<file path="src/rtl/wsepr_pkg.sv">
package wsepr_pkg;
  // Register word offsets on the device's own interface
  localparam logic [7:0] OFS_HW_CONFIG = 8'h74;
  localparam logic [7:0] OFS_BYTE_TEST = 8'h64;
  localparam logic [7:0] OFS_POWER_CTRL = 8'h84;
  // Controller-side register offsets
  localparam logic [3:0] OFS_CTL_CMD = 4'h0;
  localparam logic [3:0] OFS_CTL_WDATA = 4'h1;
  localparam logic [3:0] OFS_CTL_STAT = 4'h2;
  localparam logic [3:0] OFS_CTL_RDATA = 4'h3;
  // Field positions of the power control register
  localparam int BIT_READY = 0;
  localparam int BIT_PIN_EN = 1;
  localparam int BIT_POLARITY = 2;
  localparam int BIT_PULSE_SEL = 3;
  localparam int BIT_CAUSE_LO = 4;
  localparam int BIT_DRV_TYPE = 6;
  localparam int BIT_ENERGY_DETECT_ENABLE = 8;
  localparam int BIT_WF_EN = 9;
  localparam int BIT_STATE_LO = 12;
  // Cause and state encodings, reset values
  localparam logic [1:0] CAUSE_NONE = 2'h0;
  localparam logic [1:0] CAUSE_ENERGY = 2'h1;
  localparam logic [1:0] CAUSE_FRAME = 2'h2;
  localparam logic [1:0] STATE_FULL = 2'h0;
  localparam logic [1:0] STATE_FRAME = 2'h1;
  localparam logic [1:0] STATE_ENERGY = 2'h2;
  localparam logic [31:0] HW_CONFIG_RESET = 32'h0000_0000;
  // Timing
  localparam int CLK_HZ = 125_000_000;
  localparam int PULSE_MS = 50;
  localparam int PULSE_CYCLES = (CLK_HZ / 1000) * PULSE_MS;
  localparam int SETTLE_CYCLES = 16;
endpackage

</file>
<file path="src/rtl/wsepr_if.sv">
`timescale 1ns/1ns
`default_nettype none
interface wsepr_if;
  logic [7:0] addr;
  logic [31:0] wdata;
  logic wr;
  logic rd;
  logic [31:0] rdata;
  modport device (input addr, input wdata, input wr, input rd, output rdata);
  modport host (output addr, output wdata, output wr, output rd, input rdata);
endinterface
`default_nettype wire

</file>
<file path="src/rtl/wsepr_device.sv">
// What this block does
// - Two-bit wake cause: none, energy, frame, multiple.
// - Cause bits clear by writing one only.
// - Cause clear works only in full power, ready.
// - Cause bit stays while its source is set and its detect enable is on.
// - Pulse select one: one 50 ms pulse.
// - Pulse select zero: event output held active.
// - Clearing a cause bit, or both enables, deactivates event output.
// - Polarity one active high, zero active low.
// - Open-drain ignores polarity, always active low.
// - Pin driven only while pin enable set.
// - Interrupt independent of pin enable.
// - Read-only ready bit after stabilizing.
// - Power control register readable in every mode.
// - Host avoids other addresses while not ready.
// - Only config and power control readable unready.
// - Host polls ready before every device access.
// - Power state 00 full, 01 frame, 10 energy.
// - Enables route events to pin and interrupt.
// - Driver type zero open-drain, one push-pull.
`timescale 1ns/1ns
`default_nettype none
module wsepr_device #(
  parameter int PULSE_LEN = wsepr_pkg::PULSE_CYCLES,
  parameter int SETTLE_LEN = wsepr_pkg::SETTLE_CYCLES
) (
  // Clock, reset, enable
  input wire logic i_sys_clk,
  input wire logic i_reset,
  input wire logic i_clk_en,
  // Register interface
  wsepr_if.device bus,
  // Event sources
  input wire logic i_energy_event,
  input wire logic i_frame_event,
  // Event pin, interrupt and power state
  output logic o_event_pin_out,
  output logic o_event_pin_oe,
  output logic o_power_event_irq,
  output logic [1:0] o_power_state
);
  initial begin
    if (PULSE_LEN < 1) begin
      $error("wsepr_device: pulse length must be at least one cycle");
    end
    if (SETTLE_LEN < 1 || SETTLE_LEN > 65536) begin
      $error("wsepr_device: settle length must fit the 16-bit counter");
    end
  end

  // Strobe aimed at one register offset
  function automatic logic addr_hit(input logic strobe, input logic [7:0] a,
      input logic [7:0] ofs);
    return strobe && (a == ofs);
  endfunction

  // Level put on the pin for a given activity, driver type and polarity
  function automatic logic pin_level(input logic act, input logic push_pull,
      input logic act_high);
    if (!push_pull) begin
      return 1'b0;
    end
    return act_high ? act : !act;
  endfunction

  logic [1:0] state_r;
  logic ready_r;
  logic [15:0] settle_r;
  logic [1:0] cause_r;
  logic pin_en_r, pol_r, pulse_sel_r, drv_r, energy_detect_enable_r, wf_en_r;
  logic [31:0] pulse_cnt_r;
  logic active_r;
  logic [31:0] rdata_r;
  logic ctrl_wr, bt_wr, ed_hit, wf_hit, clr_ed, clr_wf;
  logic pc_rd, cfg_rd, pin_act;

  ////////////////////////////////////////////////////////////////
  assign ctrl_wr = addr_hit(bus.wr, bus.addr, wsepr_pkg::OFS_POWER_CTRL);
  assign bt_wr = addr_hit(bus.wr, bus.addr, wsepr_pkg::OFS_BYTE_TEST);
  assign pc_rd = addr_hit(bus.rd, bus.addr, wsepr_pkg::OFS_POWER_CTRL);
  assign cfg_rd = addr_hit(bus.rd, bus.addr, wsepr_pkg::OFS_HW_CONFIG);
  // Shown while active and, in pulse mode, inside the pulse window
  assign pin_act = active_r && (!pulse_sel_r || pulse_cnt_r < 32'(PULSE_LEN));
  assign ed_hit = i_energy_event && energy_detect_enable_r;
  assign wf_hit = i_frame_event && wf_en_r;
  // Clear honoured only in full power with ready set
  assign clr_ed = ctrl_wr && bus.wdata[wsepr_pkg::BIT_CAUSE_LO] && ready_r
    && (state_r == wsepr_pkg::STATE_FULL);
  assign clr_wf = ctrl_wr && bus.wdata[wsepr_pkg::BIT_CAUSE_LO + 1] && ready_r
    && (state_r == wsepr_pkg::STATE_FULL);

  ////////////////////////////////////////////////////////////////
  // Power state and ready
  always_ff @(posedge i_sys_clk) begin
    if (i_reset) begin
      state_r <= wsepr_pkg::STATE_FULL;
      ready_r <= 1'b0;
      settle_r <= '0;
    end else if (i_clk_en) begin
      if (state_r != wsepr_pkg::STATE_FULL && bt_wr) begin
        state_r <= wsepr_pkg::STATE_FULL;
        ready_r <= 1'b0;
        settle_r <= '0;
      end else if (ctrl_wr && ready_r
          && bus.wdata[wsepr_pkg::BIT_STATE_LO +: 2] != 2'h3) begin
        state_r <= bus.wdata[wsepr_pkg::BIT_STATE_LO +: 2];
        if (bus.wdata[wsepr_pkg::BIT_STATE_LO +: 2] != wsepr_pkg::STATE_FULL) begin
          ready_r <= 1'b0;
        end
      end else if (state_r == wsepr_pkg::STATE_FULL && !ready_r) begin
        if (32'(settle_r) >= SETTLE_LEN - 1) begin
          ready_r <= 1'b1;
        end else begin
          settle_r <= settle_r + 16'h0001;
        end
      end
    end
  end

  // Configuration bits
  always_ff @(posedge i_sys_clk) begin
    if (i_reset) begin
      pin_en_r <= 1'b0;
      pol_r <= 1'b0;
      pulse_sel_r <= 1'b0;
      drv_r <= 1'b0;
      energy_detect_enable_r <= 1'b0;
      wf_en_r <= 1'b0;
    end else if (i_clk_en && ctrl_wr && ready_r) begin
      pin_en_r <= bus.wdata[wsepr_pkg::BIT_PIN_EN];
      pol_r <= bus.wdata[wsepr_pkg::BIT_POLARITY];
      pulse_sel_r <= bus.wdata[wsepr_pkg::BIT_PULSE_SEL];
      drv_r <= bus.wdata[wsepr_pkg::BIT_DRV_TYPE];
      energy_detect_enable_r <= bus.wdata[wsepr_pkg::BIT_ENERGY_DETECT_ENABLE];
      wf_en_r <= bus.wdata[wsepr_pkg::BIT_WF_EN];
    end
  end

  // Wake cause; a live source wins over a clear
  always_ff @(posedge i_sys_clk) begin
    if (i_reset) begin
      cause_r <= wsepr_pkg::CAUSE_NONE;
    end else if (i_clk_en) begin
      cause_r[0] <= ed_hit | (cause_r[0] & ~clr_ed);
      cause_r[1] <= wf_hit | (cause_r[1] & ~clr_wf);
    end
  end

  // Event activity: pulse or level
  always_ff @(posedge i_sys_clk) begin
    if (i_reset) begin
      active_r <= 1'b0;
      pulse_cnt_r <= '0;
    end else if (i_clk_en) begin
      if (ed_hit || wf_hit) begin
        if (!active_r) begin
          active_r <= 1'b1;
          pulse_cnt_r <= '0;
        end else if (pulse_sel_r && pulse_cnt_r < 32'(PULSE_LEN)) begin
          pulse_cnt_r <= pulse_cnt_r + 32'h1;
        end
      end else if ((clr_ed || clr_wf) || !(energy_detect_enable_r || wf_en_r)) begin
        active_r <= 1'b0;
      end else if (active_r && pulse_sel_r && pulse_cnt_r < 32'(PULSE_LEN)) begin
        pulse_cnt_r <= pulse_cnt_r + 32'h1;
      end
    end
  end

  // Pin, interrupt and read data
  always_ff @(posedge i_sys_clk) begin
    if (i_reset) begin
      o_event_pin_out <= 1'b0;
      o_event_pin_oe <= 1'b0;
      o_power_event_irq <= 1'b0;
      o_power_state <= wsepr_pkg::STATE_FULL;
      rdata_r <= '0;
    end else if (i_clk_en) begin
      o_power_event_irq <= active_r;
      o_power_state <= state_r;
      o_event_pin_out <= pin_level(pin_act, drv_r, pol_r);
      if (!drv_r) begin
        o_event_pin_oe <= pin_en_r && pin_act;
      end else begin
        o_event_pin_oe <= pin_en_r;
      end
      rdata_r <= '0;
      if (pc_rd) begin
        rdata_r[wsepr_pkg::BIT_READY] <= ready_r;
        rdata_r[wsepr_pkg::BIT_PIN_EN] <= pin_en_r;
        rdata_r[wsepr_pkg::BIT_POLARITY] <= pol_r;
        rdata_r[wsepr_pkg::BIT_PULSE_SEL] <= pulse_sel_r;
        rdata_r[wsepr_pkg::BIT_CAUSE_LO +: 2] <= cause_r;
        rdata_r[wsepr_pkg::BIT_DRV_TYPE] <= drv_r;
        rdata_r[wsepr_pkg::BIT_ENERGY_DETECT_ENABLE] <= energy_detect_enable_r;
        rdata_r[wsepr_pkg::BIT_WF_EN] <= wf_en_r;
        rdata_r[wsepr_pkg::BIT_STATE_LO +: 2] <= state_r;
      end else if (cfg_rd) begin
        rdata_r <= wsepr_pkg::HW_CONFIG_RESET;
      end
    end
  end

  assign bus.rdata = rdata_r;
endmodule
`default_nettype wire

</file>
<file path="src/flat_wrapper.sv">
// flat-port wrapper written by rule: the top's interface ports become plain ports
module wsepr_device_flat 
#(
  parameter int PULSE_LEN = wsepr_pkg::PULSE_CYCLES,
  parameter int SETTLE_LEN = wsepr_pkg::SETTLE_CYCLES
)
  (i_sys_clk, i_reset, i_clk_en, i_energy_event, i_frame_event, o_event_pin_out, o_event_pin_oe, o_power_event_irq, o_power_state, bus_addr, bus_wdata, bus_wr, bus_rd, bus_rdata);
  wsepr_if bus_i ();
  input wire logic i_sys_clk;
  input wire logic i_reset;
  input wire logic i_clk_en;
  input wire logic i_energy_event;
  input wire logic i_frame_event;
  output logic o_event_pin_out;
  output logic o_event_pin_oe;
  output logic o_power_event_irq;
  output logic [1:0] o_power_state;
  input wire logic [$bits(bus_i.addr)-1:0] bus_addr;
  input wire logic [$bits(bus_i.wdata)-1:0] bus_wdata;
  input wire logic [$bits(bus_i.wr)-1:0] bus_wr;
  input wire logic [$bits(bus_i.rd)-1:0] bus_rd;
  output wire logic [$bits(bus_i.rdata)-1:0] bus_rdata;
  assign bus_i.addr = bus_addr;
  assign bus_i.wdata = bus_wdata;
  assign bus_i.wr = bus_wr;
  assign bus_i.rd = bus_rd;
  assign bus_rdata = bus_i.rdata;
  wsepr_device #(.PULSE_LEN(PULSE_LEN), .SETTLE_LEN(SETTLE_LEN)) u_core (.i_sys_clk(i_sys_clk), .i_reset(i_reset), .i_clk_en(i_clk_en), .bus(bus_i), .i_energy_event(i_energy_event), .i_frame_event(i_frame_event), .o_event_pin_out(o_event_pin_out), .o_event_pin_oe(o_event_pin_oe), .o_power_event_irq(o_power_event_irq), .o_power_state(o_power_state));
endmodule
</file>
<file path="config.mk">
export PLATFORM = sky130hd
export DESIGN_NAME = wsepr_device_flat
export DESIGN_NICKNAME = d
export VERILOG_FILES = /design/src/rtl/wsepr_pkg.sv /design/src/rtl/wsepr_if.sv /design/src/rtl/wsepr_device.sv /design/src/flat_wrapper.sv
export SDC_FILE = /design/constraint.sdc
export NUM_CORES = 1
export LEC_CHECK = 0
export ABC_AREA = 1
export BUFFER_PORTS_ARGS = -buffer_cell sky130_fd_sc_hd__buf_2
export CORE_MARGIN = 2
export CORE_UTILIZATION = 55
export CTS_CLUSTER_SIZE = 40
export DETAILED_ROUTE_END_ITERATION = 10
export GPL_TIMING_DRIVEN = 0
export PLACE_DENSITY = 0.85
export SLEW_MARGIN = 40
export SYNTH_ARGS = -nofsm -noshare
export SYNTH_HDL_FRONTEND = slang
export SYNTH_SLANG_ARGS = --single-unit
</file>
<file path="constraint.sdc">
create_clock -name i_sys_clk -period 2.1 [get_ports i_sys_clk]
set_input_delay 0.21 -clock i_sys_clk [delete_from_list [all_inputs] [get_ports i_sys_clk]]
set_output_delay 0.21 -clock i_sys_clk [all_outputs]
set_load 0.02 [all_outputs]
</file>
; Word level (Yosys, flattened, before mapping)
; Cells that the tools add are included.
[op_classes]
add_sub_neg = 2
reduce_logical = 45
eq_ne = 8
muxes = 28
bitwise_logic = 6
magnitude_cmp = 2
[op_table]
columns = operator, count
row1 = 32-bit 2-to-1 mux, 5
row2 = 16-bit 2-to-1 mux, 4
row3 = 32-bit by 1-bit adder with 32-bit output (second input constant), 1
row4 = 32-bit by 23-bit less-than comparator with 1-bit output (second input constant), 1
row5 = 1-bit logical AND, 22
row6 = 16-bit by 1-bit adder with 16-bit output (second input constant), 1
row7 = 16-bit by 4-bit >= comparator with 1-bit output (second input constant), 1
row8 = 1-bit 2-to-1 mux, 14
row9 = 4-bit AND reduction, 3
row10 = 2-bit nonzero test, 6
row11 = 8-bit by 7-bit equality test with 1-bit output (second input constant), 1
row12 = 8-bit equality test (second input constant), 1
row13 = 2-bit 2-to-1 mux, 4
row14 = 7-bit 2-to-1 mux, 1
row15 = 2-bit by 1-bit != test with 1-bit output (second input constant), 3
row16 = 3-bit nonzero test, 2
row17 = 1-bit logical OR, 5
row18 = 1-bit zero test, 4
row19 = 2-bit AND reduction, 2
row20 = 3-bit by 2-bit != test with 1-bit output (second input constant), 1
row21 = 3-bit != test (second input constant), 1
row22 = 1-bit bitwise AND, 2
row23 = 2-bit zero test, 1
row24 = 2-bit != test (second input constant), 1
row25 = other kinds (2), 4
[totals]
out_inout_bits = 37
inputBits = 47
wordCells = 108
ff_bits = 76

; Logic depth before layout (Yosys ltp)
; Gate-level depths: netlist (run 1).
[logic_depth]
ltp_word = 9
depth_mapped = 14
ltp_nobuf = 13

; Least setup slack after synthesis (run 1)
; No wires, ideal clock.
[synth_path]
path_kind = flip-flop to flip-flop
from = reg u_core.pulse_cnt_r[0]
to = reg u_core.pulse_cnt_r[14]
setup_ps = 64
setup_slack_ps = 531
arrival_time_ps = 1505
stages_incl_launch_ff = 10
synth_period_minus_slack_ps = 1569
required_time_ps = 2036
path_buffers = 0
path_cell_list = dfxtp_1 ha_1 nand3_2 nor2_4 nand3_1 xor2_1 or2_0 nand3_1 nand2_1 nor2_1
[synth_via]
elab_chain_len = 4
elab_cells_between_ends = 12
cone_classes = 1 x add/sub / 1 x order compare / 1 x eq/ne / 5 x mux / 4 x reduce/logical
[synth_rtl]
columns = item, line_no
row1 = start: declaration, wsepr_device.sv:71  ; logic [31:0] pulse_cnt_r;
row2 = start signal: assignment, wsepr_device.sv:160  ; pulse_cnt_r <= pulse_cnt_r + 32'h1;
row3 = start signal: assignment, wsepr_device.sv:165  ; pulse_cnt_r <= pulse_cnt_r + 32'h1;
row4 = 32-bit by 23-bit less-than comparator with 1-bit output or 32-bit by 1-bit adder with 32-bit output (tied branches), n/a
row5 = "1-bit logical AND, or another cell as far along", wsepr_device.sv:159  ; end else if (pulse_sel_r && pulse_cnt_r < 32'(PULSE_LEN)) begin
row6 = "3-bit != test (no source line), or another cell as far along", n/a
row7 = 4-bit AND reduction (no source line) or 32-bit 2-to-1 mux (tied branches), n/a
; Several ways; a longest one is shown, not always the timed one. The select of a mux whose other input is x is not followed.
; A chain may end at the register's enable or synchronous reset.

; Final worst setup path (run 1)
[layout_path]
from = reg u_core.pulse_cnt_r[0]
to = reg u_core.pulse_cnt_r[16]
; Same word-level chain as after synthesis.

==> reports/results.txt, run 1 <==
largest family of logic cells by synthesized area - simple AND/OR/NAND/NOR gates
CP Capture Point - u_core.pulse_cnt_r[16]
Post-Synth Simple-Gate Area - 0.409
syn avg cell area - 6.68 um2
commonest non-fill, non-tap cell in the layout - nand2_1
Critical Path RT - 2390 ps
initial antenna violation count - 0
ant diodes - 0
Yosys reg bits - 76
post-synthesis mux area share - 0
die area - 0.00821 mm2
Finish-stage setup viols - 0
CP max FO - 7
Final Critical Period - 1810 ps
drt drc - 0
CTS root buf - clkbuf_8
Worst setup SP type - register
Initial Util - 0.569
FF-to-FF Start - u_core.pulse_cnt_r[0]
final cycle utilization of the critical path - 0.863
area leader, netlist - dfxtp_1
layout cell share with drive strength beyond 1 - 0.207
gr usage total - 0.258
Die Ht - 90.6 um
LEAKAGE - 1.98 nW
# IOs - 84
Resize count post-CTS - 0
Post-Synth Adder-Cell Area - 0.00606
worst reg-to-reg path cell count - 9
clk_lat worst skew - 360 ps
number of fill cells - 645
fin nets - 738
Final Wtd Congestion - 0.902
critical path class - reg2reg
synthesized cell area - 0.00413 mm2
setup_tns - 0 ps
status - completed
r2r setup slk - 290 ps
chip width - 90.6 um
Peak VDD IR - 0.561 mV
worst setup path start - u_core.pulse_cnt_r[0]
Hold Path Cell Cnt - 3
CP endpoint kind - register
port bufs - 40
CTS tree - done
Final WS setup - 288 ps
DRT Wirelength - 10.1 mm
Reg2Reg Capture Point - u_core.pulse_cnt_r[16]
hold crit path type - in2reg
Std-Cell Rows - 31
Post CTS Setup Buffer Count - 0
Worst slew margin - 0.584
DR WL/cell - 12.8 um
Gate Count Post-Synth - 618
final hold violation count - 0
# clock sinks - 76
clock buffer depth - 2
total core area - 0.00725 mm2
DRT Pass-1 Iters - 7
power per cell area - 617 mW/mm2
largest net degree at the start of global routing - 15
post-place instance area - 0.00453 mm2
final setup skew - 8.62 ps
fin. max-slew vios - 0
vias in the first global route - 3943
Arr. time, crit path - 2100 ps
htree depth - 3
post-cts hold buffer count - 0
max_cap viols - 0
dominant cells by area after synthesis - dfxtp_1 37%, nand2_1 15%, nor2_1 9.0%
number of flops mapped to enable cells by yosys - 0
vias per cell - 5.26
Synth warnings - 0
Clock Pin Slew Worst Setup and Hold Paths - 80 ps
Max Fclk - 552 MHz
gr ovfl total - 0
worst slack, placed - 145 ps
Distinct cells, synth - 41
Worst-Margin Slew - 624 ps
sequential share of the synthesized area - 0.369
fin area - 0.00476 mm2
Synth Flop Type - dfxtp_1
Post-Synth XOR/XNOR Area - 0.0106
Area Growth Syn to Fin - 15.4%
CTS Buf Count - 9
most frequent cells in the layout - 165 x nand2_1, 99 x nor2_1, 75 x dfxtp_1, 52 x nand3_1, 46 x buf_2
RSZ-0062 raised after global routing - false
async set-reset flop share out of synthesis - 0
Synth Area in Compound Gates - 0.0952
first-pass GRT wire length - 17.4 mm
Vias - 4170
First DRT Iteration DRCs - 218
post-route antenna net violation count - 0
DPL Wire Length - 7.38 mm
top cell type's share of synthesized area - 0.369
==> critical path: stages, from the launching register on <==
cell	delay, ps
dfxtp_2	420
ha_2	290
nand3_2	140
inv_1	190
nand2_1	100
nor2_1	170
xnor2_1	80
a21oi_1	120
nand3_1	90
a21oi_1	130
==> cells by family (layout without fill, tap and decap cells) <==
| family | after synthesis | count (layout) |
|---|---|---|
| other | 1 | 21 |
| XOR/XNOR | 5 | 5 |
| flip-flops | 76 | 76 |
| adder cells (fa/ha/maj) | 2 | 2 |
| AND/OR/NAND/NOR | 374 | 374 |
| AO/OA/AOI/OAI | 72 | 72 |
| buffers and inverters | 88 | 144 |
==> state kept, by name (all words and copies together), names as in the netlist, 2 cells and up <==
register and cells:
u_core.bus.rdata 11, u_core.cause_r 2, u_core.o_power_state 2, u_core.pulse_cnt_r 32
u_core.settle_r 16, u_core.state_r 2
==> routing by layer <==
metal,GRT usage,part of all wire
met5,0,0
met4,0.0846,0.020
met3,0.0618,0.065
met2,0.448,0.50
met1,0.314,0.42
==> where the power goes <==
part	internal [W]	total [W]	switching, W
Clock	0.000712	0.00130	0.000587
Combinational	0.0000662	0.000189	0.000123
Sequential	0.00145	0.00145	0.00000476
==> how the worst min path moves through the flow <==
stage	start	endpoint	slack, ps
after detailed placement	u_core.pulse_cnt_r[26]	u_core.pulse_cnt_r[26]	420
after global routing	bus_wdata[6]	u_core.drv_r	80
after floorplan	bus_wdata[6]	u_core.drv_r	350
after global placement	u_core.pulse_cnt_r[30]	u_core.pulse_cnt_r[30]	420
final	bus_wdata[2]	u_core.pol_r	70
after CTS	bus_wdata[3]	u_core.pulse_sel_r	80
==> synth_stat cells (5+ instances only) <==
library cell  count
a21oi_1          42
a21oi_2           5
buf_2             6
buf_4            24
clkbuf_1          9
dfxtp_1          76
inv_1            33
inv_2             9
nand2_1         165
nand3_1          52
nor2_1           99
nor2_2           14
nor3_1           12
nor3_2            5
o21ai_0          19
or2_2             5
==> per-stage QoR <==
step	instances	power (W)	util	hold slack (ps)
2_1_floorplan	638	0.00162	-	349
3_3_place_gp	777	0.00167	0.624	424
3_5_place_dp	777	0.00167	0.624	423
4_1_cts	793	0.00295	0.656	77.1
5_1_grt	793	0.00304	0.657	77.9
6_report	793	0.00294	0.657	75.0
==> area by class of cell <==
| class | count | area [um2] | area share |
|---|---|---|---|
| Buffer | 42 | 274 | 0.0575 |
| Tap cell | 99 | 124 | 0.0260 |
| Clock inverter | 6 | 93.8 | 0.0197 |
| Multi-Input combinational cell | 474 | 2230 | 0.468 |
| Sequential cell | 76 | 1520 | 0.320 |
| Inverter | 46 | 180 | 0.0378 |
| Clock buffer | 10 | 138 | 0.0289 |
| Timing Repair Buffer | 40 | 200 | 0.0420 |
Power figures use the tool's default switching activity.
==> inputs of run 2 (changes only) <==
- clock period: 2.1 -> 1.8 ns (I/O delays scaled with it)
==> run 2 against run 1 <==
  * Fmax up 7.3%
  * Critical path depth up 3
  * Non-clock buffer count unchanged
  * Combinational power rose by 17%
  * Core utilization grew 0.81 points
  * Sequential share of layout area is essentially flat
  * Worst setup slack got worse by 180 ps
  * Die area unchanged
  * Clock skew shrank 0.60 ps
  * Largest cell class unchanged
==> reports/results.txt, run 2 (same netlist as run 1, synthesis figures left out) <==
power per cell area - 713 mW/mm2 (+15%)
total power - 0.00344 W (+17%)
Vias - 4157 (-0.31%)
vias per cell - 5.24 (-0.31%)
final cell count without fillers - 793 (unchanged)
DRT Wirelength - 10.3 mm (+1.4%)
post-route antenna net violation count - 0 (unchanged)
clock buffer depth - 2 (unchanged)
Finish-stage setup viols - 0 (unchanged)
Top reg by flops - u_core.pulse_cnt_r
fin. max-slew vios - 0 (unchanged)
Worst setup SP type - register
worst hold slack - 41.4 ps (-33.6 ps)
ant diodes - 0 (unchanged)
Post CTS Setup Buffer Count - 0 (unchanged)
number of fill cells - 633 (-1.9%)
gr usage total - 0.258 (unchanged)
LEAKAGE - 1.99 nW (+0.45%)
Max Fclk - 592 MHz (+7.3%)
Clock Pin Slew Worst Setup and Hold Paths - 80 ps (about the same)
layout cell share with drive strength beyond 1 - 0.235 (+0.0274)
CTS Buf Count - 9 (unchanged)
DRT Pass-1 Iters - 5 (-2)
most frequent cells in the layout - 164 x nand2_1, 96 x nor2_1, 62 x dfxtp_1, 52 x nand3_1, 45 x buf_2
chip width - 90.6 um (unchanged)
die area - 0.00821 mm2 (unchanged)
DR WL/cell - 12.9 um (+1.4%)
max reg flops - 32 (unchanged)
commonest non-fill, non-tap cell in the layout - nand2_1
Final Wtd Congestion - 0.902 (unchanged)
CTS root buf - clkbuf_8
# IOs - 84 (unchanged)
hold crit path type - in2reg
Final WS setup - 112 ps (-176 ps)
final cycle utilization of the critical path - 0.938 (+0.0751)
Peak VDD IR - 0.656 mV (+17%)
fin nets - 738 (unchanged)
slowest stage cell, crit path - dfxtp_2
initial antenna violation count - 0 (unchanged)
worst slack, placed - -155 ps (-300 ps)
port bufs - 40 (unchanged)
Die Ht - 90.6 um (unchanged)
Worst slew margin - 0.583 (about the same)
Final Critical Period - 1690 ps (-124 ps)
placed instance count - 777 (unchanged)
status - completed
CP cell instances - nand2_1 > nand2_2 > inv_2 > nor2_8 > inv_4 > nand2_1 > inv_2 > nand2_4 > nand2_8 > buf_6 > nor2_1 > nor2_1
final hold violation count - 0 (unchanged)
CP endpoint kind - register
total core area - 0.00725 mm2 (unchanged)
gr ovfl total - 0 (unchanged)
Worst-Margin Slew - 625 ps (+0.657 ps)
Critical Path RT - 2050 ps (-340 ps)
Initial Util - 0.569 (unchanged)
htree depth - 3 (unchanged)
largest net degree at the start of global routing - 15 (unchanged)
DPL Wire Length - 7.38 mm (unchanged)
CP max FO - 10 (+3)
drt drc - 0 (unchanged)
clk_lat worst skew - 360 ps (about the same)
CTS tree - done
final core area utilization - 0.665 (+0.00811)
First DRT Iteration DRCs - 203 (-6.9%)
Arr. time, crit path - 1940 ps (-160 ps)
max_cap viols - 0 (unchanged)
vias in the first global route - 3943 (unchanged)
# clock sinks - 76 (unchanged)
slowest stage delay, CP - 370 ps (-50 ps)
Std-Cell Rows - 31 (unchanged)
critical path class - reg2reg
Area Growth Syn to Fin - 16.8%
first-pass GRT wire length - 17.4 mm (unchanged)
final setup skew - 8.01 ps (-0.604 ps)
run 2: through the flow:
stage                     TNS [ps]  area, um2
final                            0       4820
after global routing         -11.6       4820
after CTS                        0       4760
after detailed placement      -269       4530
after global placement        -174       4530
after floorplan                  0       4200
run 2: per-layer routing:
| layer | up-vias | routed length [um] | GRT usage |
|---|---|---|---|
| met3 | 20 | 686 | 0.0618 |
| met2 | 138 | 5190 | 0.448 |
| met1 | 1928 | 4190 | 0.314 |
| li1 | 2071 | - | - |
| met4 | 0 | 195 | 0.0846 |
| met5 | - | 0 | 0 |
run 2: path summary, 6_finish.rpt:
| kind | slack [ps] | start | depth (start not counted) | to |
|---|---|---|---|---|
| max | 110 | u_core.energy_detect_enable_r | 12 | u_core.pulse_cnt_r[9] |
| min | 40 | bus_wdata[3] | 3 | u_core.pulse_sel_r |
| max reg2reg | 110 | u_core.energy_detect_enable_r | 12 | u_core.pulse_cnt_r[9] |
| min reg2reg | 440 | u_core.pulse_cnt_r[26] | 2 | u_core.pulse_cnt_r[26] |
run 2: report_power, final:
group / total [W] / internal [W] / switching [W]
clock: 0.00152 / 0.000831 / 0.000693
sequential: 0.00169 / 0.00169 / 0.00000544
combinational: 0.000222 / 0.0000773 / 0.000144
run 2: worst max-delay path: cells and delay by family, from the launching register on:
kind | cells | cell delay (ps)
buffers and inverters | 4 | 390
and+or+nand+nor | 8 | 830
DFF | 1 | 370
run 2: layout make-up:
type,count,area (um2),share of cell area
Buffer,42,277,0.0574
Clock buffer,10,138,0.0285
Clock inverter,6,93.8,0.0195
Inverter,46,180,0.0374
Multi-Input combinational cell,474,2270,0.470
Sequential cell,76,1540,0.320
Tap cell,99,124,0.0257
Timing Repair Buffer,40,200,0.0415
run 2: repair_timing:
| action | in CTS | in global routing |
|---|---|---|
| pin swaps | 0 | 2 |
| endpoints found under the setup margin | 3 | 39 |
| hold endpoints to repair | 0 | 0 |
| hold buffers | 0 | 0 |
| resized for setup | 3 | 23 |
==> inputs of run 3 (changes only) <==
- CTS_BUF_LIST: unset -> sky130_fd_sc_hd__clkbuf_16
==> run 3 against run 2 <==
  * Global-route usage about the same
  * Sequential power about the same
  * Fmax is 0.59% lower
  * Worst hold slack improved by 33 ps
  * Routed wire length rose by 0.78%
  * Sequential cell count stayed put
  * Clock power is 29% higher
  * Core utilization increased by 1.3 points
  * Register-to-register slack hardly changed
  * Sequential share of layout area decreased by 0.69 points
  * Critical path type unchanged
  * Critical path depth shrank 2
==> reports/results.txt, run 3 (same netlist as run 1, synthesis figures left out) <==
status - completed
drt drc - 0 (unchanged)
largest net degree at the start of global routing - 15 (unchanged)
CP cell instances - nor2_2 > inv_2 > nand2_1 > nor2_1 > nand3_4 > o21ai_0 > nand3_1 > buf_2 > nand2_1 > nor2_1
Std-Cell Rows - 31 (unchanged)
Final Critical Period - 1700 ps (+9.95 ps)
die area - 0.00821 mm2 (unchanged)
# IOs - 84 (unchanged)
vias in the first global route - 4005 (+1.6%)
Clock Pin Slew Worst Setup and Hold Paths - 60 ps (-20 ps)
final setup skew - 3.84 ps (-4.17 ps)
placed instance count - 777 (unchanged)
DPL Wire Length - 7.38 mm (unchanged)
Final Wtd Congestion - 0.902 (unchanged)
combinational power share - 0.058 (-0.006)
Finish-stage setup viols - 0 (unchanged)
Reg power frac - 0.437 (-0.055)
Top reg by flops - u_core.pulse_cnt_r
hold crit path type - in2reg
Arr. time, crit path - 1900 ps (-40 ps)
LEAKAGE - 2.03 nW (+2.0%)
final cycle utilization of the critical path - 0.943 (+0.00553)
Sw Share - 0.229 (-0.0158)
Vias - 4177 (+0.48%)
Worst setup SP type - register
fin nets - 738 (unchanged)
slowest stage cell, crit path - dfxtp_1
critical path class - reg2reg
P_sw - 0.000889 W (+5.6%)
initial antenna violation count - 0 (unchanged)
first-pass GRT wire length - 17.6 mm (+0.83%)
Worst slew margin - 0.592 (+0.00863)
total internal power - 0.00299 W (+15%)
CTS Buf Count - 9 (unchanged)
max reg flops - 32 (unchanged)
port bufs - 40 (unchanged)
htree depth - 3 (unchanged)
Die Ht - 90.6 um (unchanged)
total core area - 0.00725 mm2 (unchanged)
setup_tns - 0 ps (unchanged)
max_cap viols - 0 (unchanged)
clock buffer depth - 2 (unchanged)
most frequent cells in the layout - 163 x nand2_1, 96 x nor2_1, 65 x dfxtp_1, 52 x nand3_1, 45 x buf_2
clk_lat worst skew - 330 ps (-30 ps)
# clock sinks - 76 (unchanged)
vias per cell - 5.27 (+0.48%)
power per cell area - 789 mW/mm2 (+11%)
post-route antenna net violation count - 0 (unchanged)
Clock Power Share - 0.505 (+0.062)
final cell count without fillers - 793 (unchanged)
Initial Util - 0.569 (unchanged)
DR WL/cell - 13.0 um (+0.78%)
Area Growth Syn to Fin - 19.1%
Critical Path RT - 2000 ps (-50 ps)
CP endpoint kind - register
chip width - 90.6 um (unchanged)
gr ovfl total - 0 (unchanged)
Peak VDD IR - 0.609 mV (-7.2%)
gr usage total - 0.258 (+0.000263)
layout cell share with drive strength beyond 1 - 0.231 (-0.00432)
CP max FO - 10 (unchanged)
DRT Wirelength - 10.3 mm (+0.78%)
DRT Pass-1 Iters - 5 (unchanged)
Max Fclk - 589 MHz (-0.59%)
total power - 0.00388 W (+13%)
fin. max-slew vios - 0 (unchanged)
r2r setup slk - 100 ps (about the same)
commonest non-fill, non-tap cell in the layout - nand2_1
final hold violation count - 0 (unchanged)
CTS root buf - clkbuf_16
First DRT Iteration DRCs - 243 (+20%)
CP bufs+invs - 2 (-2)
CTS tree - done
ant diodes - 0 (unchanged)
Worst-Margin Slew - 612 ps (-12.9 ps)
CP delay by family, top - simple AND/OR/NAND/NOR gates
slowest stage delay, CP - 430 ps (+60 ps)
[run 3: changes by cell type in the layout (fill, tap and decap cells not counted), moves of 3 or more]
cell       previous run  this run
clkbuf_8             10         0
dfxtp_2              13        10
clkbuf_16             0         9
dfxtp_1              62        65
[run 3: cell type report]
class,count,area (um2)
clock inverter,7,97.6
tap,99,124
sequential,76,1540
fill,607,2340
inverter,46,180
multi-input combinational,474,2270
timing repair buffer,40,200
buffer,42,282
clock buffer,9,225
[run 3: per-stage QoR]
stage	setup WS, ps	hold slack [ps]	cell area, um2	utilization
after detailed placement	-155	423	4530	0.624
after CTS	34.8	75.6	4850	0.669
final	102	74.9	4920	0.678
after global routing	-9.30	86.5	4920	0.678
after floorplan	231	319	4200	-
after global placement	-118	411	4530	0.624
[run 3: worst paths after layout]
path	from	end	cells after the start
max	u_core.state_r[0]	u_core.settle_r[14]	10
min	bus_wdata[2]	u_core.pol_r	3
max reg2reg	u_core.state_r[0]	u_core.settle_r[14]	10
min reg2reg	u_core.pulse_cnt_r[26]	u_core.pulse_cnt_r[26]	2
[run 3: repair_timing]
action                                  in CTS  in global routing
endpoints found under the hold margin        0                  0
hold buffers                                 0                  0
pin swaps                                    0                  2
endpoints found under the setup margin       3                 40
gates resized for setup                      3                 22
buffers inserted                             0                  0
[run 3: per-layer routing]
layer | track usage | vias up | wire (um)
met4 | 0.0923 | 0 | 209
met2 | 0.453 | 177 | 5210
met1 | 0.313 | 1906 | 4190
li1 | - | 2074 | -
met3 | 0.0526 | 20 | 734
met5 | 0 | - | 0
[run 3: worst register-to-register path: cells and delay by family, from the launching register on]
family                 cells  cell delay (ps)
DFF                        1              430
and+or+nand+nor            7              720
AOI/OAI and AO/OA          1              110
buffers and inverters      2              310
[run 3: power by group through the flow]
stage               logic (W)  registers [W]  clock network, W
global placement     0.000212        0.00173                 0
detailed placement   0.000217        0.00173                 0
finish               0.000223        0.00169           0.00196
floorplan            0.000148        0.00174                 0
global route         0.000244        0.00169           0.00205
CTS                  0.000218        0.00170           0.00197
